==> src/common/srpc_pkg.sv <==
package srpc_pkg;
  localparam int unsigned SRPC_CLK_HZ = 25_000_000;
  localparam int unsigned SRPC_TICK_MS = 1;
  localparam int unsigned SRPC_TICK_CYC = SRPC_CLK_HZ / 1000 * SRPC_TICK_MS;

  // Register indices
  localparam logic [3:0] SRPC_ADR_SEL = 4'h0;
  localparam logic [3:0] SRPC_ADR_ACC = 4'h1;
  localparam logic [3:0] SRPC_ADR_DEC = 4'h2;
  localparam logic [3:0] SRPC_ADR_RUN = 4'h3;
  localparam logic [3:0] SRPC_ADR_LIM = 4'h4;
  localparam logic [3:0] SRPC_ADR_TIME = 4'h5;
  localparam logic [3:0] SRPC_ADR_ACC2 = 4'h6;
  localparam logic [3:0] SRPC_ADR_LIM2 = 4'h7;
  localparam logic [3:0] SRPC_ADR_CTRL = 4'h8;
  localparam logic [3:0] SRPC_ADR_STAT = 4'h9;
  localparam logic [3:0] SRPC_ADR_EFF = 4'ha;

  // Field positions
  localparam int SRPC_SEL_ACC_OFF = 0;
  localparam int SRPC_SEL_DEC_OFF = 1;
  localparam int SRPC_SEL_RUN_OFF = 2;
  localparam int SRPC_SEL_DEC2 = 3;
  localparam int SRPC_CTL_VF = 0;
  localparam int SRPC_CTL_MSW = 1;

  // Reset values
  localparam logic [3:0] SRPC_RST_SEL = 4'h0;
  localparam logic [7:0] SRPC_RST_ACC = 8'h96;
  localparam logic [7:0] SRPC_RST_RUN = 8'h96;
  localparam logic [7:0] SRPC_RST_LIM = 8'h32;
  localparam logic [7:0] SRPC_RST_TIME = 8'h0a;
  localparam logic [1:0] SRPC_RST_CTRL = 2'h1;

  // Setting ranges
  localparam logic [10:0] SRPC_ACC_MIN = 11'h014;
  localparam logic [10:0] SRPC_PCT_MAX = 11'h0c8;
  localparam logic [10:0] SRPC_RUN_MIN = 11'h01e;
  localparam logic [10:0] SRPC_LIM_MIN = 11'h001;
  localparam logic [10:0] SRPC_LIM_MAX = 11'h064;
  localparam logic [10:0] SRPC_TIME_MIN = 11'h002;
  localparam logic [10:0] SRPC_TIME_MAX = 11'h064;
  localparam logic [8:0] SRPC_SLOW_BAND = 9'h00f;
  localparam logic [8:0] SRPC_RUN_HYST = 9'h002;

  // Bus window and default per class: 200 V, 400 V, 575 V, 690 V
  localparam logic [10:0] SRPC_DEC_MIN [4] = '{11'h14a, 11'h294, 11'h384, 11'h438};
  localparam logic [10:0] SRPC_DEC_MAX [4] = '{11'h19a, 11'h334, 11'h3e8, 11'h4b0};
  localparam logic [10:0] SRPC_DEC_DEF [4] = '{11'h181, 11'h302, 11'h3b6, 11'h474};

  typedef enum logic [1:0] {
    SRPC_PH_STOP = 2'b00,
    SRPC_PH_ACC = 2'b01,
    SRPC_PH_RUN = 2'b11,
    SRPC_PH_DEC = 2'b10
  } srpc_phase_t;

  typedef enum logic [1:0] {
    SRPC_RUN_IDLE = 2'b00,
    SRPC_RUN_TIMING = 2'b01,
    SRPC_RUN_LOWER = 2'b11,
    SRPC_RUN_BACK = 2'b10
  } srpc_run_st_t;

  function automatic logic [10:0] srpc_clamp(input logic [10:0] v, input logic [10:0] lo,
                                             input logic [10:0] hi);
    if (v < lo) begin
      srpc_clamp = lo;
    end else if (v > hi) begin
      srpc_clamp = hi;
    end else begin
      srpc_clamp = v;
    end
  endfunction
endpackage

==> src/rtl/srpc_tick.sv <==
`timescale 1ns/1ps
`default_nettype none
module srpc_tick #(
  parameter int unsigned PERIOD = 25000
) (
  // Clock and reset
  input wire logic i_sys_clk,
  input wire logic i_rst_n,
  // Control
  input wire logic i_run,
  output logic o_tick
);
  localparam int CW = $clog2(PERIOD + 1);
  localparam logic [CW-1:0] LAST = CW'(PERIOD - 1);

  if (PERIOD < 2) begin : g_chk
    $error("srpc_tick: PERIOD must be at least 2");
  end

  logic [CW-1:0] cnt_r;
  wire wrap = cnt_r == LAST;

  // Restarts from zero whenever the window closes
  always_ff @(posedge i_sys_clk or negedge i_rst_n) begin
    if (!i_rst_n) begin
      cnt_r <= '0;
      o_tick <= 1'b0;
    end else begin
      cnt_r <= (!i_run || wrap) ? '0 : cnt_r + CW'(1);
      o_tick <= i_run && wrap;
    end
  end
endmodule
`default_nettype wire

==> src/rtl/srpc_cp_div.sv <==
`timescale 1ns/1ps
`default_nettype none
module srpc_cp_div #(
  parameter int NW = 24,
  parameter int DW = 16
) (
  // Clock and reset
  input wire logic i_sys_clk,
  input wire logic i_rst_n,
  // Operands
  input wire logic i_start,
  input wire logic [NW-1:0] i_num,
  input wire logic [DW-1:0] i_den,
  // Result
  output logic o_busy,
  output logic o_done,
  output logic [NW-1:0] o_quo
);
  localparam int CW = $clog2(NW + 1);

  if (NW < 2 || DW < 1) begin : g_chk
    $error("srpc_cp_div: widths too small");
  end

  logic [DW:0] rem_r;
  logic [DW-1:0] den_r;
  logic [CW-1:0] cnt_r;
  // Quotient bits shift in where numerator bits shift out
  wire [DW:0] shl = {rem_r[DW-1:0], o_quo[NW-1]};
  wire ge = shl >= {1'b0, den_r};
  wire [DW:0] rem_nxt = ge ? shl - {1'b0, den_r} : shl;

  always_ff @(posedge i_sys_clk or negedge i_rst_n) begin
    if (!i_rst_n) begin
      rem_r <= '0;
      den_r <= '0;
      cnt_r <= '0;
      o_quo <= '0;
      o_busy <= 1'b0;
      o_done <= 1'b0;
    end else if (!o_busy) begin
      o_done <= 1'b0;
      if (i_start) begin
        rem_r <= '0;
        den_r <= i_den;
        o_quo <= i_num;
        cnt_r <= CW'(NW);
        o_busy <= 1'b1;
      end
    end else begin
      rem_r <= rem_nxt;
      o_quo <= {o_quo[NW-2:0], ge};
      cnt_r <= cnt_r - CW'(1);
      o_busy <= cnt_r != CW'(1);
      o_done <= cnt_r == CW'(1);
    end
  end
endmodule
`default_nettype wire

==> src/rtl/srpc_stall_ctl.sv <==
// Implementation choices: the register offsets and strobed register access.
`timescale 1ns/1ps
`default_nettype none
module srpc_stall_ctl
  import srpc_pkg::*;
#(
  parameter int VOLT_CLASS = 1,
  parameter int unsigned TICK_CYC = SRPC_TICK_CYC
) (
  // Clock and reset
  input wire logic i_sys_clk,
  input wire logic i_rst_n,
  // Register port
  input wire logic [3:0] i_addr,
  input wire logic [15:0] i_wr_data,
  input wire logic i_wr_en,
  input wire logic i_rd_en,
  output logic [15:0] o_rd_data,
  // Measurements
  input wire logic [8:0] i_out_cur_pct,
  input wire logic [10:0] i_bus_volt,
  input wire logic [15:0] i_out_freq,
  input wire logic [15:0] i_base_freq,
  // Ramp generator and motor select
  input wire srpc_phase_t i_ramp_phase,
  input wire logic i_at_ref,
  input wire logic i_motor2_sel,
  // Ramp intervention
  output logic [7:0] o_acc_rate,
  output logic o_acc_halt,
  output logic o_dec_hold,
  output logic o_run_lower,
  output logic o_run_dec2,
  output logic o_run_back
);
  if (VOLT_CLASS < 0 || VOLT_CLASS > 3) begin : g_chk
    $error("srpc_stall_ctl: VOLT_CLASS must be 0 to 3");
  end

  // Settings
  logic [3:0] sel_r;
  logic [7:0] acc_lvl_r [2];
  logic [7:0] acc_lim_r [2];
  logic [10:0] dec_lvl_r;
  logic [7:0] run_lvl_r;
  logic [7:0] run_time_r;
  logic [1:0] ctrl_r;
  // Block state
  logic [7:0] cp_thr_r;
  logic [7:0] eff_thr_r;
  logic [6:0] ms_cnt_r;
  srpc_run_st_t run_st_r;
  srpc_run_st_t run_st_nxt;
  logic [15:0] rd_nxt;

  // Write decode, out-of-range values are saturated into range
  wire [10:0] wd = |i_wr_data[15:11] ? 11'h7ff : i_wr_data[10:0];
  wire wr_sel = i_wr_en && i_addr == SRPC_ADR_SEL;
  wire wr_acc = i_wr_en && i_addr == SRPC_ADR_ACC;
  wire wr_dec = i_wr_en && i_addr == SRPC_ADR_DEC;
  wire wr_run = i_wr_en && i_addr == SRPC_ADR_RUN;
  wire wr_lim = i_wr_en && i_addr == SRPC_ADR_LIM;
  wire wr_time = i_wr_en && i_addr == SRPC_ADR_TIME;
  wire wr_acc2 = i_wr_en && i_addr == SRPC_ADR_ACC2;
  wire wr_lim2 = i_wr_en && i_addr == SRPC_ADR_LIM2;
  wire wr_ctrl = i_wr_en && i_addr == SRPC_ADR_CTRL;
  wire [10:0] wd_acc = srpc_clamp(wd, SRPC_ACC_MIN, SRPC_PCT_MAX);
  wire [10:0] wd_dec = srpc_clamp(wd, SRPC_DEC_MIN[VOLT_CLASS], SRPC_DEC_MAX[VOLT_CLASS]);
  wire [10:0] wd_run = srpc_clamp(wd, SRPC_RUN_MIN, SRPC_PCT_MAX);
  wire [10:0] wd_time = srpc_clamp(wd, SRPC_TIME_MIN, SRPC_TIME_MAX);
  wire [10:0] wd_lim = srpc_clamp(wd, SRPC_LIM_MIN, SRPC_LIM_MAX);

  always_ff @(posedge i_sys_clk or negedge i_rst_n) begin
    if (!i_rst_n) begin
      sel_r <= SRPC_RST_SEL;
      acc_lvl_r <= '{SRPC_RST_ACC, SRPC_RST_ACC};
      acc_lim_r <= '{SRPC_RST_LIM, SRPC_RST_LIM};
      dec_lvl_r <= SRPC_DEC_DEF[VOLT_CLASS];
      run_lvl_r <= SRPC_RST_RUN;
      run_time_r <= SRPC_RST_TIME;
      ctrl_r <= SRPC_RST_CTRL;
    end else begin
      if (wr_sel) sel_r <= i_wr_data[3:0];
      if (wr_acc) acc_lvl_r[0] <= wd_acc[7:0];
      if (wr_acc2) acc_lvl_r[1] <= wd_acc[7:0];
      if (wr_lim) acc_lim_r[0] <= wd_lim[7:0];
      if (wr_lim2) acc_lim_r[1] <= wd_lim[7:0];
      if (wr_dec) dec_lvl_r <= wd_dec;
      if (wr_run) run_lvl_r <= wd_run[7:0];
      if (wr_time) run_time_r <= wd_time[7:0];
      if (wr_ctrl) ctrl_r <= i_wr_data[1:0];
    end
  end

  // Mode gating
  wire vf_mode = ctrl_r[SRPC_CTL_VF];
  wire acc_en = vf_mode && !sel_r[SRPC_SEL_ACC_OFF] && i_ramp_phase == SRPC_PH_ACC;
  wire dec_en = vf_mode && !sel_r[SRPC_SEL_DEC_OFF] && i_ramp_phase == SRPC_PH_DEC;
  wire run_en = vf_mode && !sel_r[SRPC_SEL_RUN_OFF];

  // Motor 2 settings apply only when switching is configured
  wire m2 = ctrl_r[SRPC_CTL_MSW] && i_motor2_sel;
  wire [7:0] lvl_sel = acc_lvl_r[m2];
  wire [7:0] lim_sel = acc_lim_r[m2];

  // Constant-power level: level x base / output, refreshed once per 25-cycle divider pass while output is above base frequency
  wire div_busy;
  wire div_done;
  wire [23:0] div_quo;
  wire [23:0] cp_num = 24'(lvl_sel * i_base_freq);
  wire constant_power_region = i_out_freq > i_base_freq;
  srpc_cp_div #(
    .NW(24),
    .DW(16)
  ) u_div (
    .i_sys_clk(i_sys_clk),
    .i_rst_n(i_rst_n),
    .i_start(!div_busy && constant_power_region),
    .i_num(cp_num),
    .i_den(i_out_freq),
    .o_busy(div_busy),
    .o_done(div_done),
    .o_quo(div_quo)
  );
  wire [7:0] cp_sat = |div_quo[23:8] ? 8'hff : div_quo[7:0];
  wire [7:0] cp_floor = cp_thr_r < lim_sel ? lim_sel : cp_thr_r;
  wire [7:0] eff_nxt = (constant_power_region && cp_floor < lvl_sel) ? cp_floor : lvl_sel;

  // Acceleration rate falls linearly over the last 15 percent
  wire [8:0] acc_thr = {1'b0, eff_thr_r};
  wire acc_reached = i_out_cur_pct >= acc_thr;
  wire [8:0] acc_gap = acc_thr - i_out_cur_pct;
  wire [7:0] acc_slope = 8'(acc_gap[3:0] * 5'h11);
  wire [7:0] rate_nxt = (!acc_en || (!acc_reached && acc_gap >= SRPC_SLOW_BAND)) ? 8'hff :
                        acc_reached ? 8'h00 : acc_slope;

  always_ff @(posedge i_sys_clk or negedge i_rst_n) begin
    if (!i_rst_n) begin
      cp_thr_r <= 8'hff;
      eff_thr_r <= SRPC_RST_ACC;
      o_acc_rate <= 8'hff;
      o_acc_halt <= 1'b0;
    end else begin
      if (div_done) cp_thr_r <= cp_sat;
      eff_thr_r <= eff_nxt;
      o_acc_rate <= rate_nxt;
      o_acc_halt <= acc_en && acc_reached;
    end
  end

  // Deceleration pause: equal voltage keeps the present decision
  wire dec_hold_nxt = !dec_en ? 1'b0 : (i_bus_volt > dec_lvl_r) ? 1'b1 :
                      (i_bus_volt < dec_lvl_r) ? 1'b0 : o_dec_hold;

  always_ff @(posedge i_sys_clk or negedge i_rst_n) begin
    if (!i_rst_n) begin
      o_dec_hold <= 1'b0;
    end else begin
      o_dec_hold <= dec_hold_nxt;
    end
  end

  // Run stall: millisecond timing of sustained overcurrent
  wire ms_tick;
  srpc_tick #(
    .PERIOD(TICK_CYC)
  ) u_tick (
    .i_sys_clk(i_sys_clk),
    .i_rst_n(i_rst_n),
    .i_run(run_st_r == SRPC_RUN_TIMING),
    .o_tick(ms_tick)
  );
  wire run_over = i_out_cur_pct > {1'b0, run_lvl_r};
  wire run_under = i_out_cur_pct < ({1'b0, run_lvl_r} - SRPC_RUN_HYST);
  wire [6:0] ms_inc = ms_cnt_r + 7'h01;
  wire run_expired = ms_tick && {1'b0, ms_inc} >= run_time_r;

  always_comb begin
    run_st_nxt = run_st_r;
    if (!run_en) begin
      run_st_nxt = SRPC_RUN_IDLE;
    end else begin
      unique case (run_st_r)
        SRPC_RUN_IDLE: begin
          if (run_over && i_ramp_phase == SRPC_PH_RUN) run_st_nxt = SRPC_RUN_TIMING;
        end
        SRPC_RUN_TIMING: begin
          if (!run_over) run_st_nxt = SRPC_RUN_IDLE;
          else if (run_expired) run_st_nxt = SRPC_RUN_LOWER;
        end
        SRPC_RUN_LOWER: begin
          if (run_under) run_st_nxt = SRPC_RUN_BACK;
        end
        SRPC_RUN_BACK: begin
          if (run_over) run_st_nxt = SRPC_RUN_LOWER;
          else if (i_at_ref) run_st_nxt = SRPC_RUN_IDLE;
        end
      endcase
    end
  end

  always_ff @(posedge i_sys_clk or negedge i_rst_n) begin
    if (!i_rst_n) begin
      run_st_r <= SRPC_RUN_IDLE;
      ms_cnt_r <= 7'h00;
      o_run_lower <= 1'b0;
      o_run_back <= 1'b0;
      o_run_dec2 <= 1'b0;
    end else begin
      run_st_r <= run_st_nxt;
      ms_cnt_r <= (run_st_r != SRPC_RUN_TIMING) ? 7'h00 : ms_tick ? ms_inc : ms_cnt_r;
      o_run_lower <= run_st_nxt == SRPC_RUN_LOWER;
      o_run_back <= run_st_nxt == SRPC_RUN_BACK;
      o_run_dec2 <= sel_r[SRPC_SEL_DEC2];
    end
  end

  // Read mux
  wire [7:0] stat = {2'h0, m2, o_run_back, o_run_lower, o_dec_hold, o_acc_halt, o_acc_rate != 8'hff};
  always_comb begin
    unique case (i_addr)
      SRPC_ADR_SEL: rd_nxt = {12'h000, sel_r};
      SRPC_ADR_ACC: rd_nxt = {8'h00, acc_lvl_r[0]};
      SRPC_ADR_DEC: rd_nxt = {5'h00, dec_lvl_r};
      SRPC_ADR_RUN: rd_nxt = {8'h00, run_lvl_r};
      SRPC_ADR_LIM: rd_nxt = {8'h00, acc_lim_r[0]};
      SRPC_ADR_TIME: rd_nxt = {8'h00, run_time_r};
      SRPC_ADR_ACC2: rd_nxt = {8'h00, acc_lvl_r[1]};
      SRPC_ADR_LIM2: rd_nxt = {8'h00, acc_lim_r[1]};
      SRPC_ADR_CTRL: rd_nxt = {14'h0000, ctrl_r};
      SRPC_ADR_STAT: rd_nxt = {8'h00, stat};
      SRPC_ADR_EFF: rd_nxt = {8'h00, eff_thr_r};
      default: rd_nxt = 16'h0000;
    endcase
  end

  always_ff @(posedge i_sys_clk or negedge i_rst_n) begin
    if (!i_rst_n) begin
      o_rd_data <= 16'h0000;
    end else begin
      o_rd_data <= i_rd_en ? rd_nxt : 16'h0000;
    end
  end
endmodule
`default_nettype wire

==> config.mk <==
export PLATFORM = sky130hd
export DESIGN_NAME = srpc_stall_ctl
export DESIGN_NICKNAME = d
export VERILOG_FILES = /design/src/common/srpc_pkg.sv /design/src/rtl/srpc_tick.sv /design/src/rtl/srpc_cp_div.sv /design/src/rtl/srpc_stall_ctl.sv
export SDC_FILE = /design/constraint.sdc
export NUM_CORES = 1
export LEC_CHECK = 0
export BUFFER_PORTS_ARGS = -buffer_cell sky130_fd_sc_hd__buf_4
export CORE_MARGIN = 2
export CORE_UTILIZATION = 35
export CTS_BUF_LIST = sky130_fd_sc_hd__clkbuf_4 sky130_fd_sc_hd__clkbuf_8
export CTS_CLUSTER_DIAMETER = 150
export CTS_CLUSTER_SIZE = 8
export DETAILED_ROUTE_END_ITERATION = 12
export PLACE_DENSITY = 0.56
export SYNTH_ARGS = -nofsm -noshare
export SYNTH_HDL_FRONTEND = slang
export SYNTH_SLANG_ARGS = --single-unit
==> constraint.sdc <==
create_clock -name i_sys_clk -period 6.5 [get_ports i_sys_clk]
set_input_delay 0.65 -clock i_sys_clk [delete_from_list [all_inputs] [get_ports i_sys_clk]]
set_output_delay 0.65 -clock i_sys_clk [all_outputs]
set_load 0.1 [all_outputs]
==> results.py <==
metrics = {
    "pwr": {
        "peakVddDrop_mv": 0.318,
        "static-leakage-power_uw": 0.00845,
        "power_uw": 6490,
        "power_per_cell_area_mw_per_mm2": 362,
    },
    "clock_network": {
        "clockBufferDepth": 2,
        "cts-resized-gates": 0,
        "clockRootBuffer": "clkbuf_8",
        "insertion_delay_ns": 0.50,
        "clock_sinks": 189,
        "numCtsBuffers": 17,
        "cts_max_level": 4,
        "total_setup_buffers_inserted_after_cts": 0,
        "clk_pin_slew_worst_paths_ns": 0.11,
        "cts_tree": "built",
        "cts_hold_buf": 0,
    },
    "yosys": {
        "async_flop_share": 1.00,
        "syn_area_mm2": 0.0161,
        "synth.distinct_cells": 93,
        "synth_seq_cells": 189,
        "synth.yosys.warnings": 0,
        "synth_enable_flop_cells": 0,
        "yosysSeqAreaShare": 0.297,
        "synth_top_flop_cell": "dfrtp_1",
        "gate_count_of_the_mapped_netlist": 1789,
        "post_synth.cell_area_avg_um2": 9.01,
    },
    "job": {
        "drv.max_cap_violation_count": 0,
    },
    "timing": {
        "fin_max_slew_vios": 0,
        "timing.setup.tns_ns": 0,
        "final_min_period_over_clock_period": 0.906,
        "max_slew.worst_pin.slew_ns": 1.02,
        "clock_skew_ns": 0.0193,
        "setup_viol_count_final": 0,
        "rsz_0062_raised_after_global_routing": "false",
        "max_clock_freq_mhz": 170,
        "finalHoldViolations": 0,
        "period_needed_ns": 5.89,
        "slew-limit-headroom": 0.316,
    },
    "drt": {
        "detail_route.drc_violations": 0,
        "dr_total_vias": 13249,
        "detailedRoute.firstIterationViolations": 851,
        "viasPerCell": 5.36,
        "route.detailed.wl_per_inst_um": 17.7,
        "postRouteAntennaNets": 0,
        "route.final.wire_length_um": 43800,
        "drt_pass1_iterations": 5,
    },
    "finish": {
        "drive_above_1_share": 0.140,
        "finalNonFillerCells": 2473,
        "finalNetCount": 2163,
        "num-fill-cells": 4592,
        "insertedDiodeCount": 0,
        "areaGrowthSynthToFinish_pct": 11.4,
        "final_cell_area_mm2": 0.0179,
    },
    "global_routing": {
        "antenna_found_initial": 0,
        "grt_usage": 0.190,
        "first_global_vias": 13426,
        "largest_net_degree_at_the_start_of_global_routing": 93,
        "grt_overflow_total": 0,
        "grt_first_pass_wirelength_um": 72100,
    },
    "critical_path": {
        "worst_r2r_startpoint": "ctrl_r[1]",
        "worstSetupEndpointType": "flop",
        "critPathLaunchType": "flop",
        "criticalPathCategory": "flop to flop",
        "crit_path_max_fanout": 18,
        "critPathArrivalTime_ns": 6.31,
        "worst_ep_required_time_ns": 6.92,
        "worstSetupStartpoint": "ctrl_r[1]",
    },
    "placed_design": {
        "post-place-cells": 2441,
        "place.gp.congestion": 0.905,
        "place.port_buffers": 103,
        "detailed_place_hpwl_um": 34300,
        "placed_cell_area_mm2": 0.0175,
    },
    "floorplanning": {
        "num_io_pins": 109,
        "row_count": 78,
        "width_of_the_die_um": 219,
        "dieArea_mm2": 0.0478,
        "core-area_mm2": 0.0454,
        "die_y_um": 219,
        "start_util": 0.355,
    },
    "min_path": {
        "hp-class": "input port to asynchronous set/reset pin",
    },
    "outcome": {
        "outcome": "completed",
    },
}
[critical path, stage by stage, from the launching register on]
cell	delay, ns
dfrtp_1	0.49
nand2_1	0.44
mux2i_2	0.28
buf_4	0.28
nand2b_1	0.17
fa_1	0.45
fa_1	0.55
inv_1	0.06
fa_1	0.53
inv_1	0.06
fa_1	0.53
inv_1	0.04
ha_1	0.33
o21a_1	0.12
o31a_1	0.12
o221a_2	0.29
o211ai_1	0.36
a21boi_0	0.14
o311ai_0	0.34
a21boi_0	0.21
[cells in the mapped netlist, types with 8 or more instances]
cell type	count	area, µm²
a211oi_1	10	75.1
a21o_1	22	165
a21oi_1	94	470
a221o_1	15	150
a22o_1	10	87.6
a31oi_1	9	56.3
and2_1	15	93.8
and3_1	18	113
buf_4	10	75.1
clkbuf_1	51	191
clkinv_1	11	41.3
dfrtp_1	149	3730
dfstp_2	40	1050
fa_1	86	1720
ha_1	137	1710
inv_1	189	709
mux2_2	35	394
mux2i_1	46	460
nand2_1	104	390
nand2b_1	32	200
nand3_1	37	185
nand4_1	29	181
nor2_1	224	841
nor2b_1	35	219
nor3_1	33	165
nor4_1	9	56.3
o211ai_1	13	97.6
o21a_1	25	188
o21ai_0	70	350
o22a_1	12	105
o22ai_1	9	56.3
o31ai_1	8	60.1
or3_1	16	100
xnor2_1	27	236
xor2_1	23	201
[cell families (layout without fill, tap and decap cells)]
logic type,count (synthesis),count (layout),share of synthesized area
simple gates,596,596,0.181
compound gates,381,381,0.164
buf+inv,268,348,0.0655
fa+ha+maj,223,223,0.213
flops,189,189,0.297
mux,81,81,0.0530
xor+xnor,50,50,0.0272
other cells,1,5,0.000233
[cells in the final DEF (no fill, tap or decap), drive strengths merged, types with 35 or more instances in the layout]
cell type,count
a21oi,96
buf,115
dfrtp,149
dfstp,40
fa,86
ha,137
inv,195
mux2,35
mux2i,46
nand2,104
nand3,37
nor2,226
nor2b,35
nor3,35
o21ai,71
[state kept, by name (all words and copies together) (netlist names), 11 cells and up]
| name | flops |
|---|---|
| acc_lim_r | 16 |
| o_rd_data | 11 |
| dec_lvl_r | 11 |
| u_tick.cnt_r | 15 |
| acc_lvl_r | 16 |
| u_div.rem_r | 16 |
| u_div.o_quo | 24 |
| u_div.den_r | 16 |
[worst paths after layout]
check,end,cells after the start,slack (ns)
setup / recovery,u_div.o_quo[15],19,0.61
hold / removal,o_acc_halt,1,0.20
setup reg to reg,u_div.o_quo[15],19,0.61
hold reg to reg,o_run_dec2,0,0.43
max in group asynchronous,u_div.o_busy,2,5.09
min in group i_sys_clk,u_div.den_r[11],2,0.41
[metrics by stage]
step	setup slack [ns]	hold WS (ns)	utilization
after floorplan	0.352	0.354	-
after global placement	0.543	0.391	0.385
after detailed placement	0.394	0.395	0.385
after CTS	0.651	0.222	0.395
after global routing	0.294	0.245	0.395
final	0.614	0.200	0.395
[report_power, final]
part,total (µW),switching [µW],internal [µW]
sequential,1820,281,1540
clock,915,481,434
combinational,3750,2120,1640
[layer usage]
| layer | share of wire | track usage | vias to the layer above |
|---|---|---|---|
| met5 | 0 | 0 | - |
| met4 | 0.034 | 0.0707 | 0 |
| li1 | - | - | 6336 |
| met3 | 0.041 | 0.0274 | 74 |
| met2 | 0.48 | 0.319 | 325 |
| met1 | 0.45 | 0.247 | 6514 |
[final cells by class]
class | instances | area, µm² | share of cell area
clock inverters | 15 | 228 | 0.0127
multi-input cells | 1336 | 10300 | 0.575
repair buffers | 116 | 877 | 0.0489
inverters | 200 | 751 | 0.0418
flip-flops and latches | 189 | 4780 | 0.266
clock buffers | 17 | 234 | 0.0130
well taps | 600 | 751 | 0.0418
Power figures use the tool's default switching activity.
